===== src/design/call_pkg.sv =====
package call_pkg;
	// argument and result widths of the example component
	localparam int DATA_W   = 32;
	localparam int ADDR_W   = 32;
	localparam int INDEX_W  = 32;
	// latency of the fixed arithmetic stage in cycles
	localparam int MUL_LAT  = 2;
	// result queue depth, one more than the pipeline can hold
	localparam int QDEPTH   = 4;
	localparam int QPTR_W   = 2;
	localparam logic [QPTR_W:0] QCOUNT_RST = 3'h0;
	localparam logic [DATA_W-1:0] DATA_RST = 32'h00000000;

	typedef enum logic [1:0] {
		mem_idle,
		mem_wait
	} mem_state_t;
endpackage : call_pkg


===== src/design/mem_if.sv =====
`timescale 1ns/1ps
// word request from the core to the shared memory port
interface mem_if;
	import call_pkg::*;
	logic              req;
	logic [ADDR_W-1:0] addr;
	logic              gnt;
	logic              rvalid;
	logic [DATA_W-1:0] rdata;
	modport core (output req, output addr, input gnt, input rvalid,
		input rdata);
	modport port (input req, input addr, output gnt, output rvalid,
		output rdata);
endinterface : mem_if


===== src/design/mem_master.sv =====
`timescale 1ns/1ps
// **********************************************
// shared memory master port, one read in flight
// **********************************************
module mem_master
	import call_pkg::*;
(
	input  wire logic              clock,
	input  wire logic              rst,
	mem_if.port                    core,
	output logic                   rd,
	output logic [ADDR_W-1:0]      address,
	input  wire logic              waitreq,
	input  wire logic              rd_valid,
	input  wire logic [DATA_W-1:0] rd_data
);
	mem_state_t state_q;

	// read command is held until the slave drops waitreq
	always_ff @(posedge clock) begin
		if (rst) begin
			state_q <= mem_idle;
			rd      <= 1'b0;
			address <= '0;
		end else begin
			unique case (state_q)
				mem_idle: begin
					if (core.req && !rd) begin
						rd      <= 1'b1;
						address <= core.addr;
					end else if (rd && !waitreq) begin
						rd      <= 1'b0;
						state_q <= mem_wait;
					end
				end
				mem_wait: begin
					if (rd_valid) begin
						state_q <= mem_idle;
					end
				end
				default: state_q <= mem_idle;
			endcase
		end
	end

	assign core.gnt    = rd && !waitreq;
	assign core.rvalid = (state_q == mem_wait) && rd_valid;
	assign core.rdata  = rd_data;
endmodule : mem_master


===== src/design/call_component.sv =====
`timescale 1ns/1ps
module call_component
	import call_pkg::*;
(
	input  wire logic               clock,
	input  wire logic               rst,
	input  wire logic               start,
	output logic                    busy,
	input  wire logic [DATA_W-1:0]  arg_a,
	input  wire logic [ADDR_W-1:0]  arg_b_base,
	input  wire logic [INDEX_W-1:0] arg_i,
	output logic                    done,
	input  wire logic               stall,
	output logic [DATA_W-1:0]       result,
	output logic                    mem_read,
	output logic [ADDR_W-1:0]       mem_address,
	input  wire logic               mem_waitrequest,
	input  wire logic               mem_readdatavalid,
	input  wire logic [DATA_W-1:0]  mem_readdata
);
	// ************************************************
	// helpers
	// ************************************************
	// one flag widened to the queue count, so sums keep their width
	function automatic logic [QPTR_W:0] widen(input logic flag);
		widen = {{QPTR_W{1'b0}}, flag};
	endfunction : widen

	// ************************************************
	// call side
	// ************************************************
	// word request toward the shared master; one owner per signal
	mem_if mem ();

	logic              take;
	logic              fetch_q;
	logic [DATA_W-1:0] a_q;
	logic [ADDR_W-1:0] addr_q;
	logic              stage_busy;

	// one element fetch may be open; busy covers it and a full queue
	assign take = start && !busy;

	// arguments latched only on the call handshake
	// addr_q keeps its old value between calls; only a take moves it
	always_ff @(posedge clock) begin
		if (rst) begin
			a_q    <= DATA_RST;
			addr_q <= '0;
		end else if (take) begin
			a_q    <= arg_a;
			// byte address of b[i], word sized elements
			addr_q <= arg_b_base + ADDR_W'(arg_i << 2);
		end
	end

	// fetch request pending toward the shared master
	// a take and a grant never meet: busy is high while fetch_q is
	always_ff @(posedge clock) begin
		if (rst) begin
			fetch_q <= 1'b0;
		end else if (take) begin
			fetch_q <= 1'b1;
		end else if (mem.gnt) begin
			fetch_q <= 1'b0;
		end
	end

	// request and address stay put until the grant
	assign mem.req  = fetch_q;
	assign mem.addr = addr_q;

	// all pointer reads leave through this one port
	mem_master u_mem (
		.clock    (clock),
		.rst      (rst),
		.core     (mem),
		.rd       (mem_read),
		.address  (mem_address),
		.waitreq  (mem_waitrequest),
		.rd_valid (mem_readdatavalid),
		.rd_data  (mem_readdata)
	);

	// ************************************************
	// fixed latency multiply pipeline
	// ************************************************
	logic               wait_q;
	logic [DATA_W-1:0]  held_a_q;
	logic [MUL_LAT-1:0] vld_q;
	logic [DATA_W-1:0]  prod_q [MUL_LAT];

	// operand a kept until its memory word returns
	// a grant and a return cannot meet: only one read is ever open
	always_ff @(posedge clock) begin
		if (rst) begin
			wait_q   <= 1'b0;
			held_a_q <= DATA_RST;
		end else if (mem.gnt) begin
			wait_q   <= 1'b1;
			held_a_q <= a_q;
		end else if (mem.rvalid) begin
			wait_q   <= 1'b0;
		end
	end

	// stages never stall; the queue reserves room for all in flight
	always_ff @(posedge clock) begin
		if (rst) begin
			vld_q <= '0;
		end else begin
			vld_q <= {vld_q[MUL_LAT-2:0], mem.rvalid};
		end
	end

	// product data carries no reset; only vld_q says it is meaningful
	always_ff @(posedge clock) begin
		prod_q[0] <= held_a_q * mem.rdata;
	end

	// later stages only delay the product, in step with vld_q
	genvar s;
	generate
		for (s = 1; s < MUL_LAT; s++) begin : g_stage
			always_ff @(posedge clock) begin
				prod_q[s] <= prod_q[s-1];
			end
		end
	endgenerate

	// ************************************************
	// return side
	// ************************************************
	logic [DATA_W-1:0] q_mem [QDEPTH];
	logic [QPTR_W-1:0] wr_q;
	logic [QPTR_W-1:0] rd_q;
	logic [QPTR_W:0]   cnt_q;
	logic              push;
	logic              pop;
	logic [QPTR_W:0]   in_flight;

	// a product leaves the pipeline into the queue; the head leaves
	// only on an edge where the consumer takes it
	assign push = vld_q[MUL_LAT-1];
	assign pop  = done && !stall;

	// calls already taken but not yet in the queue
	assign in_flight = widen(fetch_q) + widen(wait_q)
		+ (QPTR_W+1)'($countones(vld_q));
	// the fetch stage holds one call at a time, so it blocks the next
	assign stage_busy = fetch_q || wait_q;

	// results written in arrival order, which is call order
	always_ff @(posedge clock) begin
		if (push) begin
			q_mem[wr_q] <= prod_q[MUL_LAT-1];
		end
	end

	// queue pointers wrap at the depth; the count keeps the extra bit
	always_ff @(posedge clock) begin
		if (rst) begin
			wr_q  <= '0;
			rd_q  <= '0;
			cnt_q <= QCOUNT_RST;
		end else begin
			if (push) begin
				wr_q <= wr_q + 1'b1;
			end
			if (pop) begin
				rd_q <= rd_q + 1'b1;
			end
			// push and pop in one edge leave the count unchanged
			cnt_q <= cnt_q + widen(push) - widen(pop);
		end
	end

	// done and result registered; held while stalled
	always_ff @(posedge clock) begin
		if (rst) begin
			done   <= 1'b0;
			result <= DATA_RST;
		end else if (!done || !stall) begin
			// the entry behind the head shows at once when it is taken
			if (cnt_q - widen(pop) != '0) begin
				done   <= 1'b1;
				result <= q_mem[pop ? rd_q + 1'b1 : rd_q];
			// empty queue: a new product goes straight out, saving a cycle
			end else if (push) begin
				done   <= 1'b1;
				result <= prod_q[MUL_LAT-1];
			end else begin
				done   <= 1'b0;
			end
		end
	end

	// limitation: one fetch at a time caps the call rate
	// busy: fetch stage occupied next cycle or queue could overflow
	always_ff @(posedge clock) begin
		if (rst) begin
			busy <= 1'b1;
		end else begin
			// busy is a flop, so the call taken now is counted as well
			busy <= stage_busy || take
				|| (cnt_q + in_flight + widen(take)
				>= (QPTR_W+1)'(QDEPTH - 1));
		end
	end
endmodule : call_component


===== config.mk =====
export PLATFORM = sky130hd
export DESIGN_NAME = call_component
export DESIGN_NICKNAME = d
export VERILOG_FILES = /design/src/design/call_pkg.sv /design/src/design/mem_if.sv /design/src/design/mem_master.sv /design/src/design/call_component.sv
export SDC_FILE = /design/constraint.sdc
export NUM_CORES = 2
export LEC_CHECK = 0
export BUFFER_PORTS_ARGS = -buffer_cell sky130_fd_sc_hd__buf_2
export CAP_MARGIN = 20
export CORE_UTILIZATION = 40
export CTS_CLUSTER_DIAMETER = 60
export CTS_CLUSTER_SIZE = 8
export DETAILED_ROUTE_END_ITERATION = 10
export GPL_TIMING_DRIVEN = 0
export SETUP_SLACK_MARGIN = 0.05
export SLEW_MARGIN = 40
export SYNTH_ARGS = -nofsm -noshare
export SYNTH_HDL_FRONTEND = slang
export SYNTH_SLANG_ARGS = --single-unit

===== constraint.sdc =====
create_clock -name clock -period 11.55 [get_ports clock]
set_input_delay 1.7325 -clock clock [delete_from_list [all_inputs] [get_ports clock]]
set_output_delay 1.7325 -clock clock [all_outputs]
set_load 0.02 [all_outputs]

## After elaboration in Yosys (flattened, before gate mapping)

Memory sizes are Yosys's and may differ from the RTL's.
Cells that the tools add are included.

- Register bits: 176
- Bits in latches: 0
- RAM bits: 192
- Bits in read-only memories: 0
- Input port bits: 134
- Logic and storage cells: 73
- Memories: 2

Memory list:

| memory | words | width | rd ports | clocked after Yosys merged registers in | wr ports | RTL line | RTL |
|---|---|---|---|---|---|---|---|
| q_mem | 4 | 32 | 1 | 0 | 1 | call_component.sv:134 | `logic [DATA_W-1:0] q_mem [QDEPTH];` |
| prod_q | 2 | 32 | 2 | 0 | 2 | call_component.sv:91 | `logic [DATA_W-1:0] prod_q [MUL_LAT];` |

- Add/subtract/negate cells: 11
- Multipliers: 1
- Div/mod/pow operators: 0
- $lt $le $gt $ge: 1
- Equality and inequality tests: 4
- Shift operators: 0
- Mux-type cells: 15
- Bitwise gates (word level): 0
- Reductions and logical operators: 24

Operators by type and width:

| kind | number |
|---|---|
| 32-bit 2-to-1 mux | 2 |
| 32-bit adder | 1 |
| 32-bit by 32-bit multiplier with 32-bit output | 1 |
| 1-bit 2-to-1 mux | 8 |
| 2-bit 2-to-1 mux | 4 |
| 2-bit nonzero test | 4 |
| 3-bit by 1-bit adder with 3-bit output | 2 |
| 2-bit != test, second input constant | 3 |
| 2-bit AND reduction | 3 |
| 3-bit by 1-bit subtractor with 3-bit output | 2 |
| 1-bit logical AND | 5 |
| 1-bit logical NOT | 5 |
| 1-bit by 1-bit adder with 2-bit output | 2 |
| 2-bit by 1-bit adder with 2-bit output, second input constant | 2 |
| 1-bit logical OR | 4 |
| 2-bit case mux with 2 select lines | 1 |
| 2-bit by 2-bit adder with 3-bit output | 1 |
| 3-bit adder | 1 |
| 3-bit by 2-bit greater-or-equal comparator with 1-bit output, second input constant | 1 |
| 3-bit AND reduction | 1 |
| 3-bit nonzero test | 1 |
| 2-bit by 1-bit == test with 1-bit output, second input constant | 1 |
| 2-bit logical NOT | 1 |

## Longest topological paths before layout

- Depth in word-level cells: 6
- Gate-level depth with buffers: 29

## By module

From an unflattened synthesis, not the netlist that was laid out.

- Cell total of the unflattened synthesis: 2958
- Area total of the unflattened synthesis: 30435.4 sq um

Modules (own cells, without submodules):

| module | instances | cells an instance | area each (sq um) |
|---|---|---|---|
| call_component | 1 | 2777 | 28630.0 |
| mem_master | 1 | 181 | 1805.5 |

## Least setup slack after synthesis

Ideal clock, no wire load.

- Kind: input port to flip-flop
- Start point: input mem_readdata[2]
- End point: memory prod_q[0][31]
- Setup time: 121 ps
- Arrival: 7929 ps
- Data required time: 11429 ps
- Slack: 3500 ps
- Cell stages on the path: 22
- Path buffers: 2
- Cell sequence: clkbuf_1 -> clkbuf_1 -> and2_1 -> fa_1 -> inv_1 -> fa_1 -> fa_1 -> fa_1 -> inv_1 -> fa_1 -> fa_1 -> fa_1 -> fa_1 -> ha_1 -> a21o_1 -> a211o_1 -> a211o_2 -> o21ai_2 -> o211ai_1 -> a21oi_1 -> o21bai_1 -> xnor2_1

RTL lines:

| item | RTL line | RTL |
|---|---|---|
| start, declared | call_component.sv:19 | `input wire logic [DATA_W-1:0] mem_readdata` |
| end, declared | call_component.sv:91 |  |

==> out/results.tsv <==
metric	value	unit
result of the run	finished with violations	
failing checks	DRC	
net count after synthesis	3660	
vias	21300	
max_slew headroom	0.392	
Util after Layout	0.456	
vias in the first global route	22000	
asr flop ratio synth	0	
crit-path most repeated cell	fa_1	
PostCTS Resize Cnt	0	
Die Y-Extent	274	um
largest net degree at the start of global routing	33	
Crit-path slowest cell	clkbuf_1	
worst reg2reg setup slack	3.11	ns
Arrival @ worst endpoint	9.58	ns
post-DP HPWL	66.8	mm
I/O pin cnt	201	
Yosys warning total	0	
Filler cells	7050	
IO Port Bufs	195	
Mapped Cells	2951	
CP Capture Point	prod_q[0][31]	
Slew @ Worst Pin	0.913	ns
total gr overflow	0	
Num CTS Buffers	52	
synthesized cell area	0.0297	sq mm
Post-Route WL	84.8	mm
Clock Skew	0.0603	ns
Seq/Total Area, Yosys	0.291	
area leader, netlist	fa_1	
initial antenna violation count	10	
setup TNS	0	ns
CTS H-tree depth	2	
Reg clk slew, reported paths	0.05	ns
Register-to-Register Path Depth	23	
Max VDD drop	129	uV
synth cell count leaders	453 x nand2_1, 417 x inv_1, 413 x fa_1, 333 x and2_1, 239 x dfxtp_1	
Initial Util	0.405	
Residual DRC	24	
layout cells sized above 1	0.105	
Reg-to-Reg Start	held_a_q[13]	
EDFF count, synth	128	
Max Cap Viol	0	
max-slew violations	0	
die area	0.0752	sq mm
CP Launch Point	mem_readdata[7]	
RSZ-0062 raised after global routing	no	
Post-DRT Antenna Nets	0	
flop and latch count out of synthesis	367	
Hold Fails Final Rpt	0	
DR vias/cell	5.07	
Setup-failing EPs final	0	
core footprint	0.0732	sq mm
Critical Path Max Stage Delay	0.61	ns
CTS tree	built	
Area contributors post-synth	fa_1 28%, dfxtp_1 16%, edfxtp_1 13%	
worst path required time	11.99	ns
top-count cell post-synth	nand2_1	
GRT Overall Usage	0.232	
std cell rows	99	
Max Fclk	109	MHz
static leakage	14.9	nW
crit path kind	primary input to flop	
post-synth top area share	0.279	
# Post-CTS Setup Buffers	0	
drt first pass iters	11	
clock buffer depth	3	
DRT iter0 DRCs	1287	
final net count	3909	
Setup crit end kind	flop	
min cycle time layout	9.14	ns
clock root cell	clkbuf_16	
fin crit share	0.792	
hold buffers post-CTS	0	
Clock Latency Late Sink	0.59	ns
CP Max Fanout	10	
Syn Area/Cell	10.1	sq um
prevailing post-synth register cell	dfxtp_1	
RR Endpoint	prod_q[0][31]	
Netlist cell types	66	
GPL Wtd Cong	0.922	
wire length per cell	20.2	um
Worst Hold Class	flop to flop	
area delta synth->final	12.5	%
startpoint types	primary input	
Die Wd	274	um
global-route wire length before repair	131	mm
CTS Sinks	367	
Power Density	118	mW/mm^2
sequential cells by signal, summed over array words and instances, names as in the netlist, 2 cells and up:
signal         count
u_mem.address     32
wr_q               2
result            32
vld_q              2
addr_q            32
cnt_q              3
held_a_q          32
q_mem            128
prod_q            64
rd_q               2
a_q               32
through the flow:
stage | power (mW) | setup WS [ns] | instances | instance area (sq um) | hold slack, ns
floorplan | 2.25 | 3.50 | 2951 | 29700 | 0.310
finish | 3.93 | 2.41 | 4196 | 33400 | 0.302
CTS | 3.97 | 2.39 | 4190 | 33400 | 0.300
global placement | 2.57 | 1.82 | 4105 | 31800 | 0.310
detailed placement | 2.59 | 1.80 | 4105 | 31900 | 0.312
global route | 4.14 | 2.02 | 4193 | 33400 | 0.311
where the power goes:
part	internal, mW	switching, mW
Sequential	1.44	0.0563
Clock	0.833	0.541
Combinational	0.408	0.646
Total	2.68	1.24
cell families after synthesis:
logic type / after synthesis / share of synthesized area
simple gates: 934 / 0.151
flops: 367 / 0.291
buf+inv: 578 / 0.0734
mux: 66 / 0.0358
compound gates: 326 / 0.0704
fa+ha+maj: 575 / 0.347
xor+xnor: 105 / 0.0313
routing by layer:
layer  routed length (um)  vias to the layer above  GRT usage
met2                39200                      673      0.373
met1                37300                    10700      0.313
met3                 5690                      144     0.0463
met5                    0                        -          0
met4                 2670                        0     0.0725
li1                     -                     9790          -
cell type report:
type	instances	area, sq um	share of cell area
buffer	160	634	0.0190
tap	959	1200	0.0359
timing repair buffer	195	976	0.0292
clock buffer	80	1410	0.0421
sequential	367	8630	0.258
clock inverter	5	82.6	0.00247
antenna	6	15.0	0.000450
multi-input combinational	2006	18900	0.565
inverter	418	1570	0.0470
critical path: cells and delay by family:
family          cells  cell delay, ns
fa+ha+maj           9            4.23
simple gates        3            0.79
buf+inv             9            1.26
xor+xnor            1            0.24
compound gates      5            1.30
how the worst min path moves through the flow:
| stage | from | to | slack [ns] | depth (start not counted) |
|---|---|---|---|---|
| after global placement | prod_q[0][9] | prod_q[0][41] | 0.31 | 0 |
| after global routing | prod_q[0][2] | prod_q[0][34] | 0.31 | 0 |
| after CTS | prod_q[0][2] | prod_q[0][34] | 0.30 | 0 |
| final | prod_q[0][2] | prod_q[0][34] | 0.30 | 0 |
| after floorplan | prod_q[0][0] | prod_q[0][32] | 0.31 | 0 |
| after detailed placement | prod_q[0][10] | prod_q[0][42] | 0.31 | 0 |
placed cells by master (no fill, tap or decap), drive strengths merged, types with 4 or more instances in the layout:
cell type	count
nand2	453
inv	419
fa	413
and2	333
dfxtp	239
clkbuf	229
buf	206
a21oi	163
ha	162
edfxtp	128
nor2	80
xnor2	80
a211oi	44
mux2i	33
mux4	32
xor2	25
a21o	25
o21ai	25
nand3	22
o21a	12
nor3	11
o21bai	10
o211ai	10
nor2b	7
a31oi	7
or3	7
diode	6
and3	5
a211o	5
nand2b	4
o31a	4
Note: power is estimated with default switching activity, not from simulation.
